<file path="config.mk">
export PLATFORM = sky130hd
export DESIGN_NAME = i2c_slave_byte_interface
export DESIGN_NICKNAME = d
export VERILOG_FILES = /design/src/logic/i2c_slave_pkg.sv /design/src/logic/i2c_line_sync.sv /design/src/logic/i2c_slave_byte_interface.sv
export VERILOG_INCLUDE_DIRS = /design/src /design/src/logic
export SDC_FILE = /design/constraint.sdc
export NUM_CORES = 1
export LEC_CHECK = 0
export BUFFER_PORTS_ARGS = -buffer_cell sky130_fd_sc_hd__buf_2
export CAP_MARGIN = 20
export CORE_MARGIN = 8
export CORE_UTILIZATION = 58
export CTS_BUF_LIST = sky130_fd_sc_hd__clkbuf_4 sky130_fd_sc_hd__clkbuf_8 sky130_fd_sc_hd__clkbuf_16
export DETAILED_ROUTE_END_ITERATION = 10
export GPL_TIMING_DRIVEN = 0
export PLACE_DENSITY = 0.91
export RECOVER_POWER = 50
export SYNTH_ARGS = -nofsm -noshare
export SYNTH_HDL_FRONTEND = slang
export SYNTH_SLANG_ARGS = --single-unit
</file>
<file path="constraint.sdc">
create_clock -name clk_i -period 2.5 [get_ports clk_i]
set_input_delay 0.125 -clock clk_i [delete_from_list [all_inputs] [get_ports clk_i]]
set_output_delay 0.125 -clock clk_i [all_outputs]
set_load 0.05 [all_outputs]
</file>
<file path="src/logic/i2c_slave_defines.svh">
// register offsets, field positions, reset values and bus constants of the byte-wide serial slave
// assumes inclusion by bare name from the design and testbench files
`ifndef I2C_SLAVE_DEFINES_SVH
`define I2C_SLAVE_DEFINES_SVH

// register offsets on the plain register port
`define CONFIG_ONE_OFFSET 8'h00
`define CONFIG_TWO_OFFSET 8'h01
`define BYTE_BUFFER_OFFSET 8'h02
`define SLAVE_STATUS_OFFSET 8'h03

// control bit positions
`define SLAVE_ENABLE_POS 6
`define GEN_CALL_ENABLE_POS 6

// status bit positions
`define ST_ADDR_MATCH_POS 7
`define ST_OVERRUN_POS 5
`define ST_STOP_POS 4
`define ST_DIR_READ_POS 3
`define ST_MASTER_ACK_POS 2
`define ST_TX_FULL_POS 1
`define ST_RX_FULL_POS 0

// bus addresses and counts
`define OWN_ADDR 7'h6C
`define GEN_CALL_ADDR 7'h00
`define BITS_PER_BYTE 4'h8
`define LAST_TX_BIT 4'h7

// reset values
`define BYTE_BUFFER_RESET 8'h00
`define READ_DATA_RESET 8'h00

`endif

</file>
<file path="src/logic/i2c_slave_pkg.sv">
// types shared by the serial slave and its line synchroniser
// assumes the defines header is on the include path
package i2c_slave_pkg;

   typedef enum logic [2:0] {
      st_idle,
      st_addr,
      st_addr_ack,
      st_rx,
      st_rx_ack,
      st_tx,
      st_tx_ack,
      st_tx_wait
   } phase_type;

   typedef struct packed {
      logic scl;
      logic sda;
   } lines_type;

   typedef struct packed {
      logic [7:0] addr;
      logic [7:0] wdata;
      logic wr;
      logic rd;
   } bus_req_type;

   typedef struct packed {
      lines_type meta;
      lines_type sync;
   } sync_state_type;

   typedef struct packed {
      phase_type phase;
      logic [3:0] bit_cnt;
      logic [7:0] shift;
      logic sda_drive;
      logic scl_drive;
      logic active;
      logic [7:0] byte_buffer;
      logic slave_enable;
      logic gen_call_enable;
      logic addr_match_flag;
      logic overrun_flag;
      logic stop_flag;
      logic dir_read_flag;
      logic master_ack_flag;
      logic tx_full_flag;
      logic rx_full_flag;
      lines_type prev;
      logic [7:0] rdata;
   } state_type;

endpackage : i2c_slave_pkg

</file>
<file path="src/logic/i2c_line_sync.sv">
// two-flop synchroniser for the bus clock and data lines
// assumes the lines are asynchronous to clk_i and idle high
`timescale 1ns/1ns
`default_nettype none

module i2c_line_sync (
   input wire logic clk_i,                       // system clock
   input wire logic resetn_i,                    // synchronous reset, active low
   input wire i2c_slave_pkg::lines_type lines_i, // raw bus lines
   output i2c_slave_pkg::lines_type lines_o      // synchronised lines
);
   import i2c_slave_pkg::*;

   sync_state_type sync_reg;
   sync_state_type sync_next;

   // the first stage feeds only the second stage
   always_comb begin
      sync_next = sync_reg;
      sync_next.meta = lines_i;
      sync_next.sync = sync_reg.meta;
   end

   // reset to idle-high so no false start appears at release
   always_ff @(posedge clk_i) begin
      if (!resetn_i) begin
         sync_reg <= '1;
      end else begin
         sync_reg <= sync_next;
      end
   end

   assign lines_o = sync_reg.sync;

endmodule : i2c_line_sync

`default_nettype wire

</file>
<file path="src/logic/i2c_slave_byte_interface.sv">
// byte-oriented two-wire bus slave with register port, address match and clock stretching
// assumes an external pull-up on both lines and a register master that never waits
//
// Added by the designer: the plain strobed port and the register offsets.
`timescale 1ns/1ns
`include "i2c_slave_defines.svh"
`default_nettype none

module i2c_slave_byte_interface (
   input wire logic clk_i,                      // system clock, 10 MHz
   input wire logic resetn_i,                   // synchronous reset, active low
   input wire i2c_slave_pkg::bus_req_type bus_i, // register address, data and strobes
   output logic [7:0] rdata_o,                  // read data, cycle after the read strobe
   input wire logic port_pin_zero_i,            // bus clock line level
   output logic port_pin_zero_o,                // bus clock drive value, always low
   output logic port_pin_zero_oe_o,             // high while stretching the clock
   input wire logic port_pin_one_i,             // bus data line level
   output logic port_pin_one_o,                 // bus data drive value, always low
   output logic port_pin_one_oe_o,              // high while pulling data low
   output logic pin_takeover_o                  // high while the slave owns both pins
);
   import i2c_slave_pkg::*;

   // ==========================================================================
   // line synchronisation and condition detection
   // ==========================================================================
   lines_type raw_lines;
   lines_type ln;
   state_type st_reg;
   state_type st_next;
   logic scl_rise;
   logic scl_fall;
   logic start_seen;
   logic stop_seen;
   logic addr_hit;
   logic rx_store;
   logic rx_reject;
   logic buf_rd;
   logic stat_rd;
   logic buf_wr;

   assign raw_lines.scl = port_pin_zero_i;
   assign raw_lines.sda = port_pin_one_i;

   i2c_line_sync u_sync (
      .clk_i(clk_i),
      .resetn_i(resetn_i),
      .lines_i(raw_lines),
      .lines_o(ln)
   );

   assign scl_rise = ln.scl & ~st_reg.prev.scl;
   assign scl_fall = ~ln.scl & st_reg.prev.scl;
   assign start_seen = ln.scl & st_reg.prev.scl & st_reg.prev.sda & ~ln.sda;
   assign stop_seen = ln.scl & st_reg.prev.scl & ~st_reg.prev.sda & ln.sda;

   // ==========================================================================
   // decode helpers
   // ==========================================================================
   assign buf_rd = bus_i.rd && (bus_i.addr == `BYTE_BUFFER_OFFSET);
   assign stat_rd = bus_i.rd && (bus_i.addr == `SLAVE_STATUS_OFFSET);
   assign buf_wr = bus_i.wr && (bus_i.addr == `BYTE_BUFFER_OFFSET);
   assign addr_hit = (st_reg.shift[7:1] == `OWN_ADDR) ||
                     (st_reg.gen_call_enable && (st_reg.shift[7:1] == `GEN_CALL_ADDR));
   assign rx_store = (st_reg.phase == st_rx) && scl_fall && (st_reg.bit_cnt == `BITS_PER_BYTE)
                     && !st_reg.rx_full_flag;
   assign rx_reject = (st_reg.phase == st_rx) && scl_fall && (st_reg.bit_cnt == `BITS_PER_BYTE)
                      && st_reg.rx_full_flag;

   // moves a pending byte into the shift register or starts stretching the clock
   function automatic state_type load_tx(input state_type s);
      state_type r;
      r = s;
      if (s.tx_full_flag) begin
         r.shift = s.byte_buffer;
         r.tx_full_flag = 1'b0;
         r.sda_drive = ~s.byte_buffer[7];
         r.scl_drive = 1'b0;
         r.bit_cnt = 4'h0;
         r.phase = st_tx;
      end else begin
         r.sda_drive = 1'b0;
         r.scl_drive = 1'b1;
         r.phase = st_tx_wait;
      end
      return r;
   endfunction : load_tx

   // ==========================================================================
   // next-state logic
   // ==========================================================================
   always_comb begin
      st_next = st_reg;
      st_next.prev = ln;

      // register reads; data stands in the following cycle
      if (bus_i.rd) begin
         unique case (bus_i.addr)
            `CONFIG_ONE_OFFSET: begin
               st_next.rdata = 8'h00;
               st_next.rdata[`SLAVE_ENABLE_POS] = st_reg.slave_enable;
            end
            `CONFIG_TWO_OFFSET: begin
               st_next.rdata = 8'h00;
               st_next.rdata[`GEN_CALL_ENABLE_POS] = st_reg.gen_call_enable;
            end
            `BYTE_BUFFER_OFFSET: begin
               st_next.rdata = st_reg.byte_buffer;
            end
            `SLAVE_STATUS_OFFSET: begin
               st_next.rdata = 8'h00;
               st_next.rdata[`ST_ADDR_MATCH_POS] = st_reg.addr_match_flag;
               st_next.rdata[`ST_OVERRUN_POS] = st_reg.overrun_flag;
               st_next.rdata[`ST_STOP_POS] = st_reg.stop_flag;
               st_next.rdata[`ST_DIR_READ_POS] = st_reg.dir_read_flag;
               st_next.rdata[`ST_MASTER_ACK_POS] = st_reg.master_ack_flag;
               st_next.rdata[`ST_TX_FULL_POS] = st_reg.tx_full_flag;
               st_next.rdata[`ST_RX_FULL_POS] = st_reg.rx_full_flag;
            end
            default: begin
               st_next.rdata = 8'h00;
            end
         endcase
      end

      // read clears come first so that a hardware set in the same cycle wins
      if (stat_rd) begin
         st_next.addr_match_flag = 1'b0;
         st_next.overrun_flag = 1'b0;
         st_next.stop_flag = 1'b0;
      end
      if (buf_rd) begin
         st_next.rx_full_flag = 1'b0;
      end

      // register writes
      if (bus_i.wr) begin
         unique case (bus_i.addr)
            `CONFIG_ONE_OFFSET: st_next.slave_enable = bus_i.wdata[`SLAVE_ENABLE_POS];
            `CONFIG_TWO_OFFSET: st_next.gen_call_enable = bus_i.wdata[`GEN_CALL_ENABLE_POS];
            `BYTE_BUFFER_OFFSET: begin
               st_next.byte_buffer = bus_i.wdata;
               if (st_reg.tx_full_flag) begin
                  st_next.overrun_flag = 1'b1;
               end
               st_next.tx_full_flag = 1'b1;
            end
            default: begin
            end
         endcase
      end

      // bit-level sequencing
      unique case (st_reg.phase)
         st_idle: begin
            // only a start leaves idle; handled below
         end
         st_addr: begin
            if (scl_rise) begin
               st_next.shift = {st_reg.shift[6:0], ln.sda};
               st_next.bit_cnt = st_reg.bit_cnt + 4'h1;
            end else if (scl_fall && (st_reg.bit_cnt == `BITS_PER_BYTE)) begin
               if (addr_hit) begin
                  st_next.sda_drive = 1'b1;
                  st_next.addr_match_flag = 1'b1;
                  st_next.dir_read_flag = st_reg.shift[0];
                  st_next.active = 1'b1;
                  st_next.phase = st_addr_ack;
               end else begin
                  st_next.active = 1'b0;
                  st_next.phase = st_idle;
               end
            end
         end
         st_addr_ack: begin
            if (scl_fall) begin
               st_next.sda_drive = 1'b0;
               st_next.bit_cnt = 4'h0;
               if (st_reg.dir_read_flag) begin
                  st_next = load_tx(st_next);
               end else begin
                  st_next.phase = st_rx;
               end
            end
         end
         st_rx: begin
            if (scl_rise) begin
               st_next.shift = {st_reg.shift[6:0], ln.sda};
               st_next.bit_cnt = st_reg.bit_cnt + 4'h1;
            end else if (rx_store) begin
               st_next.byte_buffer = st_reg.shift;
               st_next.rx_full_flag = 1'b1;
               st_next.sda_drive = !st_reg.overrun_flag;
               st_next.phase = st_rx_ack;
            end else if (rx_reject) begin
               // the waiting byte is kept and the new one is not acknowledged
               st_next.byte_buffer = st_reg.byte_buffer;
               st_next.overrun_flag = 1'b1;
               st_next.sda_drive = 1'b0;
               st_next.phase = st_rx_ack;
            end
         end
         st_rx_ack: begin
            if (scl_fall) begin
               st_next.sda_drive = 1'b0;
               st_next.bit_cnt = 4'h0;
               st_next.phase = st_rx;
            end
         end
         st_tx: begin
            if (scl_fall) begin
               if (st_reg.bit_cnt == `LAST_TX_BIT) begin
                  st_next.sda_drive = 1'b0;
                  st_next.bit_cnt = 4'h0;
                  st_next.phase = st_tx_ack;
               end else begin
                  st_next.shift = {st_reg.shift[6:0], 1'b0};
                  st_next.sda_drive = ~st_reg.shift[6];
                  st_next.bit_cnt = st_reg.bit_cnt + 4'h1;
               end
            end
         end
         st_tx_ack: begin
            if (scl_rise) begin
               st_next.master_ack_flag = ~ln.sda;
            end else if (scl_fall) begin
               if (st_reg.master_ack_flag) begin
                  st_next = load_tx(st_next);
               end else begin
                  // no acknowledge: wait for the stop or a repeated start
                  st_next.phase = st_idle;
               end
            end
         end
         st_tx_wait: begin
            // clock is held low here, so data may change at once
            st_next = load_tx(st_next);
         end
      endcase

      // conditions on the bus override the bit sequencing
      if (stop_seen) begin
         if (st_reg.active) begin
            st_next.stop_flag = 1'b1;
         end
         st_next.active = 1'b0;
         st_next.sda_drive = 1'b0;
         st_next.scl_drive = 1'b0;
         st_next.phase = st_idle;
      end else if (start_seen) begin
         st_next.sda_drive = 1'b0;
         st_next.scl_drive = 1'b0;
         st_next.bit_cnt = 4'h0;
         st_next.phase = st_addr;
      end

      // a disabled slave never touches the pins; the written value counts at once so no drive outlives it
      if (!st_next.slave_enable) begin
         st_next.phase = st_idle;
         st_next.sda_drive = 1'b0;
         st_next.scl_drive = 1'b0;
         st_next.active = 1'b0;
         st_next.bit_cnt = 4'h0;
      end
   end

   // ==========================================================================
   // state register
   // ==========================================================================
   always_ff @(posedge clk_i) begin
      if (!resetn_i) begin
         st_reg <= '0;
         st_reg.prev <= '1;
         st_reg.byte_buffer <= `BYTE_BUFFER_RESET;
         st_reg.rdata <= `READ_DATA_RESET;
      end else begin
         st_reg <= st_next;
      end
   end

   // ==========================================================================
   // outputs
   // ==========================================================================
   assign rdata_o = st_reg.rdata;
   assign port_pin_zero_o = 1'b0;
   assign port_pin_one_o = 1'b0;
   assign port_pin_zero_oe_o = st_reg.scl_drive;
   assign port_pin_one_oe_o = st_reg.sda_drive;
   assign pin_takeover_o = st_reg.slave_enable;
endmodule : i2c_slave_byte_interface

`default_nettype wire

</file>
==> flow_summary.ini, run 1 <==
[drt]
drc = 0
drt-total-wl_um = 7792
wire_per_inst_um = 17.24
vias = 2756
viasPerCell = 6.097
dr.pass1.iters = 4
drt_iter0_drc = 283
ant_nets = 0

[floorplan]
ios = 35
fp.dieH_um = 86.38
die_area_mm2 = 0.007461
initial_utilization = 0.6042
rows = 25
die_width_um = 86.38
design.core.area_mm2 = 0.004755

[pwr]
netSwitchingFraction = 0.2435
report.power.total_w = 0.001336
p_per_area_mw_per_mm2 = 410.6
p_seq_frac = 0.589
power_frac_clock = 0.348
p_leak_nw = 1.104
combPwrFrac = 0.063
net-switching-power_w = 0.0003252
p_int_w = 0.001010
ir_worst_vdd_mv = 0.2379

[place]
gp_congestion = 0.9198
io_buffers = 32
dp_hpwl_um = 5900
post_dp_cell_area_mm2 = 0.003120

[worst_setup_path]
path_max_fanout = 7
required_ps = 2740
worstSetupEndpointType = register
worst_path_max_delay_cell = or3b_1
path_delay_family = simple AND/OR/NAND/NOR gates
cp_num_buf_inv = 2
crit_cells = 8
worstSetupPathType = register to register
critPathLaunchType = register
worst_ep_arrival_time_ps = 2620
path_cells = inv_1 -> ha_1 -> nand4b_1 -> buf_4 -> nor4_1 -> or3b_1 -> or3_1 -> a21oi_1
slowest_delay_ps = 470
reg2regPathDepth = 8

[timing]
max_slew_margin = 0.5835
maxSlewViolCount = 0
fmax_mhz = 419.4
final.setup.tns_ps = 0
clock_skew_ps = 5.457
final.min_clock_period_ps = 2384
rsz0062_at_grt = no
min_period_over_period = 0.9537
hold_slack_ps = 155.3
hold_violations = 0
setup_viol_count_final = 0
max_slew.worst_pin.slew_ps = 624.7

[grt]
antenna_found_initial = 0
grt_usage = 0.2086
grt_first_pass_wirelength_um = 12790
grt_max_degree = 16
globalRoute.totalOverflow = 0
grt_pass1_vias = 2615

[final_layout]
final_net_count = 411
drive_above_1_share = 0.1688
largest_reg_flops = 34
regArea_um2 = 980.9
fillers = 429
area_growth_pct = 13.24
multi_input_area_mm2 = 0.001667
diodes = 0
fin_area_mm2 = 0.003253

[clocking]
htreeDepth = 2
cts_tree = done
clk_transition_reported_paths_ps = 90
cts_buffer_depth = 2
clock-root-buffer = clkbuf_8
clkSinkCount = 49
clkLatencyLatePin_ps = 300
numCtsBuffers = 5

[synth]
synth_top_area_frac = 0.3415
synth_cells = 339
synth_flop_cell = dfxtp_1
synth-edff-count = 0
syn-cell-area_mm2 = 0.002873
synth_area_leaders = dfxtp_1, mux2i_1, nor3_1
synth.most_common_cell = dfxtp_1
avgSynthCellArea_um2 = 8.474
ys_seq_elements = 49
yosys_warnings = 0
yosysSeqAreaShare = 0.3415
synthArstFlopShare = 0
synth_commonest_cells = dfxtp_1, inv_1, nand2_1
netlist-cell-type-count = 67
synth_top_area_cell = dfxtp_1

[status]
status = complete, no violations

[hold_path]
min_path_cells = 3
hold_class = primary input to register

[flow_run]
max_cap_viol_count = 0
==> cell families after synthesis <==
kind of cell	share of synthesized area
AO/OA/AOI/OAI	0.2308
AND/OR/NAND/NOR	0.2409
multiplexers	0.07883
adder cells (fa/ha/maj)	0.02178
flip-flops	0.3415
buffers and inverters	0.08493
other	0.001305
==> timing repair <==
item / CTS / global route
endpoints found under the hold margin: 1 / 1
resized for setup: 5 / 1
buffers inserted: 0 / 3
pin swaps: 1 / 2
hold buffers: 1 / 1
setup endpoints to repair: 3 / 12
==> path summary, 6_finish.rpt <==
check	start	slack [ps]	endpoint
max	u_sync.lines_o[1]	120	st_reg[13]
min	bus_i[8]	160	st_reg[17]
max reg2reg	u_sync.lines_o[1]	120	st_reg[13]
min reg2reg	u_sync.sync_next[0]	410	u_sync.lines_o[0]
==> power by group through the flow <==
stage | logic [W] | clock network (W) | registers [W]
final | 0.0000844 | 0.000465 | 0.000786
after CTS | 0.0000828 | 0.000469 | 0.000786
after global placement | 0.0000790 | 0 | 0.000805
after detailed placement | 0.0000809 | 0 | 0.000805
after floorplan | 0.0000476 | 0 | 0.000804
after global routing | 0.0000916 | 0.000498 | 0.000787
==> worst reg2reg max path, delay by kind of cell, from the launching register on <==
kind	cells	cell delay (ps)
simple gates	4	1280
compound gates	1	140
flops	1	340
fa+ha+maj	1	310
buf+inv	2	270
==> layout make-up <==
type	count	share of cell area
multi-input combinational	239	0.5123
sequential	49	0.3015
timing repair buffer	37	0.05808
buffer	27	0.04692
inverter	25	0.02885
tap	67	0.02577
clock buffer	5	0.02115
clock inverter	3	0.005385
==> routing by layer <==
metal,global-route usage,wire length [µm],vias to the layer above
met4,0.07355,203,0
met2,0.3472,3702,131
li1,-,-,1316
met5,0,0,-
met3,0.03592,557,20
met1,0.2628,3328,1289
==> placed cells by master (no fill, tap or decap), types with 5 or more instances in the layout <==
cell        n
buf_2      24
a22o_1      7
nand3_1     9
mux2i_1    20
and2_0      6
dfxtp_1    49
nor2_1     13
buf_4      13
a2111oi_1   6
o22ai_1     8
ha_1        5
nand2_1    21
clkbuf_8    5
inv_1      23
nor3_1     20
o21ai_0    17
a21oi_1    14
nor4_1      5
nand2b_1   14
clkbuf_1   21
==> stage by stage <==
step / std cells / worst slack [ps] / utilization
finish: 452 / 115.8 / 0.6842
global route: 452 / 16.52 / 0.6842
CTS: 448 / -20.30 / 0.6816
detailed placement: 439 / -205.6 / 0.6563
global placement: 439 / -117.9 / 0.6563
floorplan: 340 / 417.6 / -
No activity file was read; power rests on OpenSTA's default activity.
==> run 2, diff against run 1 <==
ABC_AREA = 0   (was unset)
GPL_TIMING_DRIVEN = unset   (was 0)
RECOVER_POWER = 100   (was 50)
==> run 2 against run 1 <==
  * Sequential share of layout area grew 1.3 points
  * Sequential power is essentially flat
  * Worst setup slack better by 220 ps
  * Combinational power shrank 7.9%
  * Critical path depth is the same
  * Global-route usage down 0.28 points
  * Design area decreased by 4.2%
  * Non-clock buffer count down 20
  * Critical path type unchanged
  * Highest routed layer unchanged
==> flow_summary.ini, run 2 (same netlist as run 1, synthesis figures left out) <==
[final_layout]
largest_reg_flops = 34
fillers = 408
area_growth_pct = 8.493
diodes = 0
final_net_count = 391
drive_above_1_share = 0.1425
final_common_cell = dfxtp_1
regArea_um2 = 980.9
fin_area_mm2 = 0.003117
most-common-layout-cells = dfxtp_1, inv_1, nand2_1
multi_input_area_mm2 = 0.001637

[pwr]
p_per_area_mw_per_mm2 = 436.8
p_leak_nw = 1.041
report.power.total_w = 0.001361
ir_worst_vdd_mv = 0.4163

[worst_setup_path]
worstSetupPathType = register to register
required_ps = 2770
path_cells = inv_1 -> ha_1 -> buf_4 -> inv_1 -> o311a_1 -> a211oi_1 -> and2_1 -> a22o_1
path_max_fanout = 15
worst_ep_arrival_time_ps = 2430
path_common_cell = inv_1
critPathLaunchType = register
worstSetupEndpointType = register
slowest_delay_ps = 360
cp-startpoint = u_sync.lines_o[1]
timing.rr.start = u_sync.lines_o[1]
worst_path_max_delay_cell = o311a_1

[flow_run]
max_cap_viol_count = 0

[timing]
setup_ws_ps = 333.8
hold_violations = 0
rsz0062_at_grt = no
max_slew.worst_pin.slew_ps = 845.3
min_period_over_period = 0.8665
final.setup.tns_ps = 0
maxSlewViolCount = 0
setup_viol_count_final = 0
fmax_mhz = 461.6
final.min_clock_period_ps = 2166
max_slew_margin = 0.4365
clock_skew_ps = 11.48

[clocking]
clkLatencyLatePin_ps = 320
cts-resized-gates = 0
cts_buffer_depth = 2
numCtsBuffers = 5
clkSinkCount = 49
clock-root-buffer = clkbuf_8
htreeDepth = 2
clk_transition_reported_paths_ps = 100
cts_tree = done

[grt]
grt_usage = 0.2058
grt_max_degree = 21
grt_pass1_vias = 2548
antenna_found_initial = 0
grt_first_pass_wirelength_um = 12420
globalRoute.totalOverflow = 0

[floorplan]
die_width_um = 86.38
design.core.area_mm2 = 0.004755
ios = 35
die_area_mm2 = 0.007461
initial_utilization = 0.6042
fp.dieH_um = 86.38
rows = 25

[drt]
drc = 0
drt-total-wl_um = 7617
viasPerCell = 6.417
vias = 2772
dr.pass1.iters = 9
drt_iter0_drc = 273
wire_per_inst_um = 17.63
ant_nets = 0

[place]
dp_slack_ps = 235.5
dp_hpwl_um = 5624
post_dp_cell_area_mm2 = 0.003053
io_buffers = 32
gp_congestion = 0.9520

[hold_path]
hold_start = port_pin_zero_i
hold_class = primary input to register

[status]
status = complete, no violations
[run 2: where the power goes]
| part | leakage, nW | internal [W] | total [W] | switching, W |
|---|---|---|---|---|
| sequential | 0.396 | 0.000784 | 0.000787 | 0.00000263 |
| combinational | 0.597 | 0.0000286 | 0.0000777 | 0.0000491 |
| clock | 0.0490 | 0.000211 | 0.000497 | 0.000286 |
| total | 1.04 | 0.00102 | 0.00136 | 0.000338 |
[run 2: worst paths after layout]
path	cells after the start	slack, ps	to
worst max-delay path	8	330	st_reg[35]
worst min-delay path	2	5	u_sync.sync_next[1]
worst max register to register	8	330	st_reg[35]
worst min register to register	1	420	u_sync.lines_o[1]
[run 2: cell type report]
type	instances	area share
Clock inverter	2	0.004416
Clock buffer	6	0.02449
Timing Repair Buffer	44	0.07427
Multi-Input combinational cell	239	0.5251
Sequential cell	49	0.3147
Tap cell	67	0.02690
Inverter	25	0.03011
[run 2: worst max-delay path: cells and delay by family, from the launching register on]
kind / cells / cell delay [ps]
AOI/OAI and AO/OA: 3 / 900
buffers and inverters: 3 / 370
DFF: 1 / 340
and+or+nand+nor: 1 / 340
adders and majority gates: 1 / 180
[run 2: what timing repair did]
item | CTS | global route
hold buffers | 1 | 0
endpoints found under the hold margin | 1 | 0
setup buffers | 0 | 0
[run 2: per-layer routing]
metal,vias to the layer above,track usage,share of wire
met5,-,0,0
met4,0,0.09077,0.029
met2,164,0.3306,0.48
met3,29,0.06144,0.093
li1,1280,-,-
met1,1299,0.2471,0.40
[run 2: through the flow]
stage | util | cells | hold WS [ps]
2_1_floorplan | - | 340 | 226.5
5_1_grt | 0.6555 | 432 | 3.726
3_3_place_gp | 0.6421 | 423 | 311.8
4_1_cts | 0.6632 | 432 | 3.000
6_report | 0.6555 | 432 | 5.483
3_5_place_dp | 0.6421 | 423 | 312.1
